### config.mk
export PLATFORM = sky130hd
export DESIGN_NAME = hrc_top
export DESIGN_NICKNAME = d
export VERILOG_FILES = /design/src/pkg/hrc_pkg.sv /design/src/rtl/hrc_tick.sv /design/src/rtl/hrc_top.sv
export SDC_FILE = /design/constraint.sdc
export NUM_CORES = 1
export LEC_CHECK = 0
export ABC_AREA = 1
export ABC_CLOCK_PERIOD_IN_PS = 3100
export BUFFER_PORTS_ARGS = -buffer_cell sky130_fd_sc_hd__buf_2
export CAP_MARGIN = 5
export CORE_UTILIZATION = 59
export CTS_BUF_LIST = sky130_fd_sc_hd__clkbuf_8
export CTS_CLUSTER_SIZE = 24
export DETAILED_ROUTE_END_ITERATION = 10
export PLACE_DENSITY = 0.88
export SETUP_SLACK_MARGIN = 0.3
export SYNTH_ARGS = -nofsm -noshare
export SYNTH_HDL_FRONTEND = slang
export SYNTH_SLANG_ARGS = --single-unit
### constraint.sdc
create_clock -name clk_sys_in -period 3.1 [get_ports clk_sys_in]
set_input_delay 0.465 -clock clk_sys_in [delete_from_list [all_inputs] [get_ports clk_sys_in]]
set_output_delay 0.465 -clock clk_sys_in [all_outputs]
set_load 0.02 [all_outputs]
### src/pkg/hrc_pkg.sv
// package of constants and types for the hibernation rtc controller
// Notes on behaviour
// - low battery sets raw flag when sensing
// - cancel option refuses hibernation on low battery
// - four selectable battery trip levels
// - battery configuration reads back as written
// - hibernation request drops regulator enable
// - enabled wake condition raises regulator enable
// - own state survives processor power cycle
// - rtc disable freezes counters, blocks match
// - seconds counter readable, writable, counts seconds
// - sub-second count in 1/32768 second units
// - seconds equal match raises match event
// - only match index zero exists
// - match register reads back last write
// - masked status is raw and enable
package hrc_pkg;
    localparam int CLK_HZ      = 20_000_000;
    localparam int TIMEBASE_HZ = 32_768;
    localparam int SEC_W       = 32;
    localparam int SUBSEC_W    = 15;
    localparam int LB_LEVELS   = 4;

    localparam logic [SUBSEC_W-1:0] SUBSEC_MAX = 15'h7FFF;
    localparam logic [SEC_W-1:0]    SEC_RST    = 32'h0000_0000;
    localparam logic [SEC_W-1:0]    MATCH_RST  = 32'h0000_0000;
    localparam logic [1:0]          MATCH_IDX0 = 2'h0;

    // battery sense modes
    localparam logic [1:0] LOWBATT_SENSE_OFF        = 2'h0;
    localparam logic [1:0] LOWBATT_SENSE_ONLY       = 2'h1;
    localparam logic [1:0] LOWBATT_SENSE_AND_CANCEL = 2'h2;
    // battery trip levels, 1.9 / 2.1 / 2.3 / 2.5 volts
    localparam logic [1:0] LOWBATT_LEVEL_LOWEST  = 2'h0;
    localparam logic [1:0] LOWBATT_LEVEL_SECOND  = 2'h1;
    localparam logic [1:0] LOWBATT_LEVEL_THIRD   = 2'h2;
    localparam logic [1:0] LOWBATT_LEVEL_HIGHEST = 2'h3;

    typedef struct packed {
        logic [1:0] mode;
        logic [1:0] level;
    } hrc_lowbatt_cfg_type;

    typedef struct packed {
        logic lowbatt;
        logic match;
    } hrc_status_type;

    typedef struct packed {
        logic rtc;
        logic pin;
    } hrc_wake_type;

    localparam hrc_lowbatt_cfg_type LOWBATT_CFG_RST = 4'h0;
    localparam hrc_status_type      STATUS_RST      = 2'h0;
    localparam hrc_wake_type        WAKE_RST        = 2'h0;
endpackage : hrc_pkg

### src/rtl/hrc_tick.sv
// fractional divider giving the 32.768 khz time base enable
`timescale 1ns/100ps
module hrc_tick
    import hrc_pkg::*;
#(
    parameter int CLK_FREQ  = CLK_HZ,
    parameter int TICK_FREQ = TIMEBASE_HZ
) (
    input  wire logic clk_sys_in,  // system clock
    input  wire logic rst_in,      // sync reset, active high
    output logic      tick_out     // one-cycle time base enable
);
    localparam int ACC_W = $clog2(CLK_FREQ) + 1;
    localparam logic [ACC_W-1:0] STEP  = ACC_W'(TICK_FREQ);
    localparam logic [ACC_W-1:0] LIMIT = ACC_W'(CLK_FREQ);

    if (TICK_FREQ <= 0 || 2 * TICK_FREQ > CLK_FREQ) begin : g_bad_rate
        $error("hrc_tick: tick rate must be below half the clock");
    end

    logic [ACC_W-1:0] acc;
    logic [ACC_W-1:0] next_acc;
    logic             next_tick;

    // 20 mhz is no integer multiple, so ticks jitter by one cycle
    always_comb begin
        next_acc  = acc + STEP;
        next_tick = 1'b0;
        if (next_acc >= LIMIT) begin
            next_acc  = next_acc - LIMIT;
            next_tick = 1'b1;
        end
    end

    always_ff @(posedge clk_sys_in) begin
        if (rst_in) begin
            acc      <= '0;
            tick_out <= 1'b0;
        end else begin
            acc      <= next_acc;
            tick_out <= next_tick;
        end
    end
endmodule : hrc_tick

### src/rtl/hrc_top.sv
// hibernation controller: rtc, match, battery sense, regulator control
`timescale 1ns/100ps
module hrc_top
    import hrc_pkg::*;
(
    input  wire logic                clk_sys_in,     // system clock
    input  wire logic                rst_in,         // sync reset
    input  wire logic                rtc_en_in,      // rtc enable level
    input  wire logic                sec_wr_in,      // load seconds
    input  wire logic [SEC_W-1:0]    sec_wdata_in,   // seconds value
    input  wire logic                match_wr_in,    // write match
    input  wire logic [1:0]          match_idx_in,   // match index
    input  wire logic [SEC_W-1:0]    match_wdata_in, // match value
    input  wire logic                lb_cfg_wr_in,   // write batt cfg
    input  wire hrc_lowbatt_cfg_type lb_cfg_in,      // batt cfg value
    input  wire logic [LB_LEVELS-1:0] batt_low_cmp_in, // per-level cmp
    input  wire logic                int_en_wr_in,   // write int mask
    input  wire hrc_status_type      int_en_in,      // int mask value
    input  wire hrc_status_type      int_clr_in,     // clear raw flags
    input  wire hrc_wake_type        wake_en_in,     // wake sources
    input  wire logic                wake_pin_in,    // external wake
    input  wire logic                hib_req_in,     // request pulse
    output logic [SEC_W-1:0]         sec_out,        // seconds
    output logic [SUBSEC_W-1:0]      subsec_out,     // sub-seconds
    output logic [SEC_W-1:0]         match_out,      // match readback
    output hrc_lowbatt_cfg_type      lb_cfg_out,     // batt cfg readback
    output hrc_status_type           raw_status_out, // raw flags
    output hrc_status_type           masked_status_out, // masked flags
    output hrc_status_type           int_en_out,     // int mask
    output logic                     regulator_en_out, // ext regulator
    output logic                     cpu_rst_out,    // processor held off
    output logic                     hib_cancel_out  // request refused
);
    typedef enum logic {ST_RUN, ST_HIB} hrc_state_type;

    logic                tick;
    logic [SEC_W-1:0]    sec, next_sec;
    logic [SUBSEC_W-1:0] subsec, next_subsec;
    logic [SEC_W-1:0]    match_val, next_match_val;
    hrc_lowbatt_cfg_type lb_cfg, next_lb_cfg;
    hrc_status_type      raw, next_raw, int_en, next_int_en;
    hrc_state_type       state, next_state;
    logic                cancel, next_cancel;
    logic [LB_LEVELS-1:0] batt_meta, batt_sync;
    logic                pin_q, next_pin_q;
    logic                batt_low_now, match_hit, pin_edge, wake_now;
    logic                abort_now;

    hrc_tick #(
        .CLK_FREQ  (CLK_HZ),
        .TICK_FREQ (TIMEBASE_HZ)
    ) u_tick (
        .clk_sys_in (clk_sys_in),
        .rst_in     (rst_in),
        .tick_out   (tick)
    );

    // comparators settle on the slow battery domain
    always_ff @(posedge clk_sys_in) begin
        if (rst_in) begin
            batt_meta <= '0;
            batt_sync <= '0;
        end else begin
            batt_meta <= batt_low_cmp_in;
            batt_sync <= batt_meta;
        end
    end

    always_comb begin
        batt_low_now = (lb_cfg.mode != LOWBATT_SENSE_OFF)
                       && batt_sync[lb_cfg.level];
        abort_now = batt_low_now
                    && (lb_cfg.mode == LOWBATT_SENSE_AND_CANCEL);
        match_hit = rtc_en_in && (sec == match_val);
        pin_edge  = wake_pin_in && !pin_q;
        wake_now  = (wake_en_in.rtc && match_hit)
                    || (wake_en_in.pin && pin_edge);
    end

    // time counters
    always_comb begin
        next_sec    = sec;
        next_subsec = subsec;
        if (!rtc_en_in) begin
            next_sec    = sec;
            next_subsec = subsec;
        end else if (sec_wr_in) begin
            next_sec    = sec_wdata_in;
            next_subsec = '0;
        end else if (tick) begin
            if (subsec == SUBSEC_MAX) begin
                next_subsec = '0;
                next_sec    = sec + SEC_W'(1);
            end else begin
                next_subsec = subsec + SUBSEC_W'(1);
            end
        end
    end

    always_ff @(posedge clk_sys_in) begin
        if (rst_in) begin
            sec    <= SEC_RST;
            subsec <= '0;
        end else begin
            sec    <= next_sec;
            subsec <= next_subsec;
        end
    end

    // configuration registers
    always_comb begin
        next_match_val = match_val;
        next_lb_cfg    = lb_cfg;
        next_int_en    = int_en;
        if (match_wr_in && match_idx_in == MATCH_IDX0)
            next_match_val = match_wdata_in;
        if (lb_cfg_wr_in)
            next_lb_cfg = lb_cfg_in;
        if (int_en_wr_in)
            next_int_en = int_en_in;
    end

    always_ff @(posedge clk_sys_in) begin
        if (rst_in) begin
            match_val <= MATCH_RST;
            lb_cfg    <= LOWBATT_CFG_RST;
            int_en    <= STATUS_RST;
        end else begin
            match_val <= next_match_val;
            lb_cfg    <= next_lb_cfg;
            int_en    <= next_int_en;
        end
    end

    // raw flags: a set in the clearing cycle wins
    always_comb begin
        next_raw.match   = (raw.match && !int_clr_in.match)
                           || match_hit;
        next_raw.lowbatt = (raw.lowbatt && !int_clr_in.lowbatt)
                           || batt_low_now;
    end

    always_ff @(posedge clk_sys_in) begin
        if (rst_in)
            raw <= STATUS_RST;
        else
            raw <= next_raw;
    end

    // hibernation sequencing; processor power is not our reset
    always_comb begin
        next_state  = state;
        next_cancel = 1'b0;
        next_pin_q  = wake_pin_in;
        unique case (state)
            ST_RUN: begin
                if (hib_req_in) begin
                    if (abort_now)
                        next_cancel = 1'b1;
                    else
                        next_state = ST_HIB;
                end
            end
            ST_HIB: begin
                if (wake_now)
                    next_state = ST_RUN;
            end
        endcase
    end

    always_ff @(posedge clk_sys_in) begin
        if (rst_in) begin
            state  <= ST_RUN;
            cancel <= 1'b0;
            pin_q  <= 1'b0;
        end else begin
            state  <= next_state;
            cancel <= next_cancel;
            pin_q  <= next_pin_q;
        end
    end

    assign sec_out           = sec;
    assign subsec_out        = subsec;
    assign match_out         = (match_idx_in == MATCH_IDX0) ? match_val
                                                            : '0;
    assign lb_cfg_out        = lb_cfg;
    assign raw_status_out    = raw;
    assign int_en_out        = int_en;
    assign masked_status_out = raw & int_en;
    assign regulator_en_out  = (state == ST_RUN);
    assign cpu_rst_out       = (state == ST_HIB);
    assign hib_cancel_out    = cancel;
endmodule : hrc_top

==> impl_summary.log <==
INFO  metric worst-r2r-cell-count = 11
INFO  metric globalRoute.totalOverflow = 0
INFO  metric p_comb_share = approximately 12%
INFO  metric grt_pass1_vias = between 6,000 and 7,000
INFO  metric run_status = finished, final reports clean
INFO  metric worst_hold_path_type = in -> reg
INFO  metric min-delay-start = batt_low_cmp_in[2]
INFO  metric synthSimpleGateAreaFrac = a little under a third
INFO  metric hold_viol = 0
INFO  metric critical_path.top_delay_family = simple AND/OR/NAND/NOR gates
INFO  metric critical_path_class = reg -> reg
INFO  metric yosysTopAreaCell = dfxtp_1
INFO  metric topRoutingLayerUsed = met4
INFO  metric post_cts_buffers = 0
INFO  metric globalRouteTotalUtil = 32.9%
INFO  metric finalSetupViolCount = 0
INFO  metric routed_wirelength = about 19 mm
INFO  metric hold_buffers = 0
INFO  metric dr_wl_met3 = approximately 1.7 mm
INFO  metric io_buffers = 180
INFO  metric adder_and_majority_cell_fraction_of_the_synthesized_area = 1.32%
INFO  metric clock_power_share = 42.2%
INFO  metric ff_to_ff_setup_slack = around 0.63 ns
INFO  metric root_buffer = clkbuf_8
INFO  metric wire_length_of_the_first_global_routing_pass = about 30 mm
INFO  metric layout_min_cycle_time = around 2.5 ns
INFO  metric vdd.ir_drop.worst = between 300 and 400 uV
INFO  metric route.vias.total = 7,267
INFO  metric synth.cell_area = between 6000 and 7000 um2
INFO  metric fraction_of_final_layout_cells_with_drive_strength_greater_than_1 = between 20% and 30%
INFO  metric drc = 0
INFO  metric cp_common_cell = nand2_1
INFO  metric synth_ff_type = dfxtp_1
INFO  metric crit_slowest_cell = dfxtp_1
INFO  metric layout.nets = 1,254
INFO  metric cts_resized = 0
INFO  metric synth-compound-area-share = around 16%
INFO  metric synthDistinctLibCells = 45
INFO  metric tritoncts.num_buffers = 17
INFO  metric hold-path-endpoint = batt_meta[2]
INFO  metric grt_start_max_net_pins = 65
INFO  metric netlist.area_leader.share = about a third
INFO  metric critical-path-max-stage-delay = 0.62 ns
INFO  metric drt_pass1_iterations = 6
INFO  metric first_iter_violations = 721
INFO  metric synthesis.area_per_instance = 6.74 um2
INFO  metric clock-skew-final = 0.0120 ns
INFO  metric tritoncts = yes
INFO  metric dominant_combinational_cell_family_by_area_after_synthesis = simple AND/OR/NAND/NOR gates
INFO  metric synth_xor_area_share = 5.77%
INFO  metric clock_latency_late_sink = 0.43 ns
INFO  metric synth_common_cells = 182 x nand2_1, 138 x nor2_1, 132 x inv_1
INFO  metric ioPinCount = approximately 180
INFO  metric post_synth_mux_area_share = 0.752%
INFO  metric critical_path_arrival = between 2 and 3 ns
INFO  metric finalCritPeriodShare = about four fifths
INFO  metric worst-slew-pin-transition = between 0.9 and 1 ns
INFO  metric cell_internal_pwr = roughly 2500 uW
INFO  metric total_leakage_power = 0.00367 uW
INFO  metric synth_enable_flop_cells = 0
INFO  metric maxSlewHeadroom = about 38%
INFO  metric die_area = 11,700 um2
INFO  metric powerDensity = between 400 and 500 nW/um2
INFO  metric synth.top_cells.by_area = dfxtp_1 35%, nand2_1 10%, nor2_1 7.8%
INFO  metric routedWlPerCell = around 14 um
INFO  metric ant_nets = 0
INFO  metric wl_met2 = between 8 and 9 mm
INFO  metric syn2layout_area_growth = 20.9%
INFO  metric placementRows = 38
INFO  metric critical_path.reg2reg.endpoint = sec_out[24]
INFO  metric detail_route.vias_per_cell = between 5 and 6
INFO  metric total_switching_power = about 1100 uW
INFO  metric synth.most_common_cell = nand2_1
INFO  metric met1_length = 7.92 mm
INFO  metric power.share.switching = just over 30%
INFO  metric detailedPlacementHpwl = roughly 14 mm
INFO  metric worst_ep_required_time = between 3 and 4 ns
INFO  metric cp_cell_sequence = ha_1 -> nand3_1 -> inv_1 -> nand2_1 -> nor2_1 -> and2_1 -> nand3b_1 -> nand2_1 -> nand2_1 -> nor2_1 -> o21ai_0
INFO  metric drv_slew = 0
INFO  metric clock_sinks = 117
INFO  metric min_delay_path_depth = 3
INFO  metric antenna_violations_before_repair = 1
INFO  metric final_util = 73.5%
INFO  metric design.core.area = 10,900 um2
INFO  metric crit_path_max_fanout = 8
INFO  metric pwr-share-seq = 45.5%
INFO  metric final.setup.tns = 0 ns
INFO  metric max-clock-path-buffers = 2
INFO  metric syn_inst = between 900 and 1,000
INFO  metric startpoint_of_the_worst_register_to_register_path = sec_out[0]
INFO  metric setup_repair_after_global_routing_missed_its_margin = no
INFO  metric gpl.final_weighted_congestion = ~1
INFO  metric synthArstFlopShare = 0%
INFO  metric cp_num_buf_inv = 1
INFO  metric worstSetupEndpointType = register
INFO  metric post_cts_clock_slew_at_the_launch_and_capture_registers_of_the_worst_setup_and_hold_paths = roughly 0.090 ns
INFO  metric ys_seq_area_share = a little over a third
INFO  metric dieWidth = about 110 um
INFO  metric worstSetupStartpointType = register
INFO  metric max_cap_violations = 0
INFO  metric floorplan.die.height = around 110 um
INFO  metric cts_h_tree_depth = 4
INFO  metric achievable-frequency = between 400 and 500 MHz
INFO  metric synth_nets = 1,083
INFO  metric floorplan.initialDensity = between 60 and 70%
INFO  metric synth.yosys.warnings = 0
INFO  metric ys_ff_latch = about 120
==> worst max path at each step <==
stage                   startpoint        endpoint  slack [ns]  cells past startpoint
finish                  sec_out[0]     sec_out[24]        0.63                     11
global route            sec_out[0]     sec_out[24]        0.48                     11
CTS                     sec_out[0]     sec_out[24]        0.68                     11
detailed placement      sec_out[0]     sec_out[24]        0.73                     11
global placement        sec_out[0]     sec_out[24]        0.75                     11
floorplan           u_tick.acc[15]  u_tick.acc[10]        1.03                      8
==> registers in the layout (all words and copies together) (netlist names) <==
name / flops
u_tick.acc: 18
int_en_out: 2
hib_cancel_out: 1
sec_out: 32
match_val: 32
subsec_out: 15
u_tick.tick_out: 1
lb_cfg_out: 4
batt_meta: 4
batt_sync: 4
raw_status_out: 2
pin_q: 1
cpu_rst_out: 1
==> cell usage in the layout (no fill, tap or decap), types with 9 or more instances in the layout <==
cell | synthesis | final
dfxtp_1 | 117 | 117
nand4_1 | 29 | 29
a21oi_1 | 60 | 60
nand3_1 | 41 | 41
nor3_1 | 20 | 20
clkbuf_8 | 0 | 17
xor2_1 | 38 | 38
a21oi_2 | 9 | 9
o211ai_1 | 9 | 9
nor2_1 | 138 | 138
nand2_1 | 182 | 181
o21ai_0 | 76 | 76
inv_1 | 132 | 132
nand2_2 | 18 | 19
buf_2 | 3 | 180
o22ai_1 | 22 | 22
==> worst register-to-register path, stage by stage, from the launching register on <==
cell	delay, ns
dfxtp_1	0.62
ha_1	0.27
nand3_1	0.18
inv_1	0.17
nand2_1	0.12
nor2_1	0.34
and2_1	0.21
nand3b_1	0.10
nand2_1	0.08
nand2_1	0.06
nor2_1	0.12
o21ai_0	0.08
==> through the flow <==
stage | hold WS, ns | instance area (um2) | cells | worst slack, ns | power [uW]
after detailed placement | 0.395 | 7620 | 1279 | 0.732 | 2070
after global routing | 0.229 | 8040 | 1312 | 0.478 | 3680
after global placement | 0.390 | 7620 | 1279 | 0.745 | 2060
final | 0.225 | 8040 | 1312 | 0.634 | 3540
after CTS | 0.221 | 8040 | 1311 | 0.676 | 3530
after floorplan | 0.388 | 6650 | 987 | 1.03 | 1910
==> metal layers <==
metal  track usage, %  vias up
li1                 -     3559
met1             42.9     3215
met2             53.5      434
met3             6.39       59
met4             12.4        0
met5                0        -
==> power groups by stage <==
stage | Combinational (uW) | Clock, uW | Sequential [uW]
floorplan | 256 | 0 | 1650
detailed placement | 425 | 0 | 1640
finish | 433 | 1490 | 1610
global placement | 418 | 0 | 1640
CTS | 428 | 1500 | 1610
global route | 481 | 1580 | 1620
==> kinds of logic after synthesis <==
logic type	count (synthesis)
flops	117
fa+ha+maj	7
buf+inv	169
compound gates	186
xor+xnor	43
mux	5
simple gates	460
==> area by class of cell <==
cell class,instances,area [um2]
multi-input cells,701,3650
fillers,900,2890
flip-flops and latches,117,2340
repair buffers,186,946
inverters,135,507
clock buffers,17,234
clock inverters,15,185
well taps,140,175
diodes,1,2.50
(Power assumes the default switching activity.)
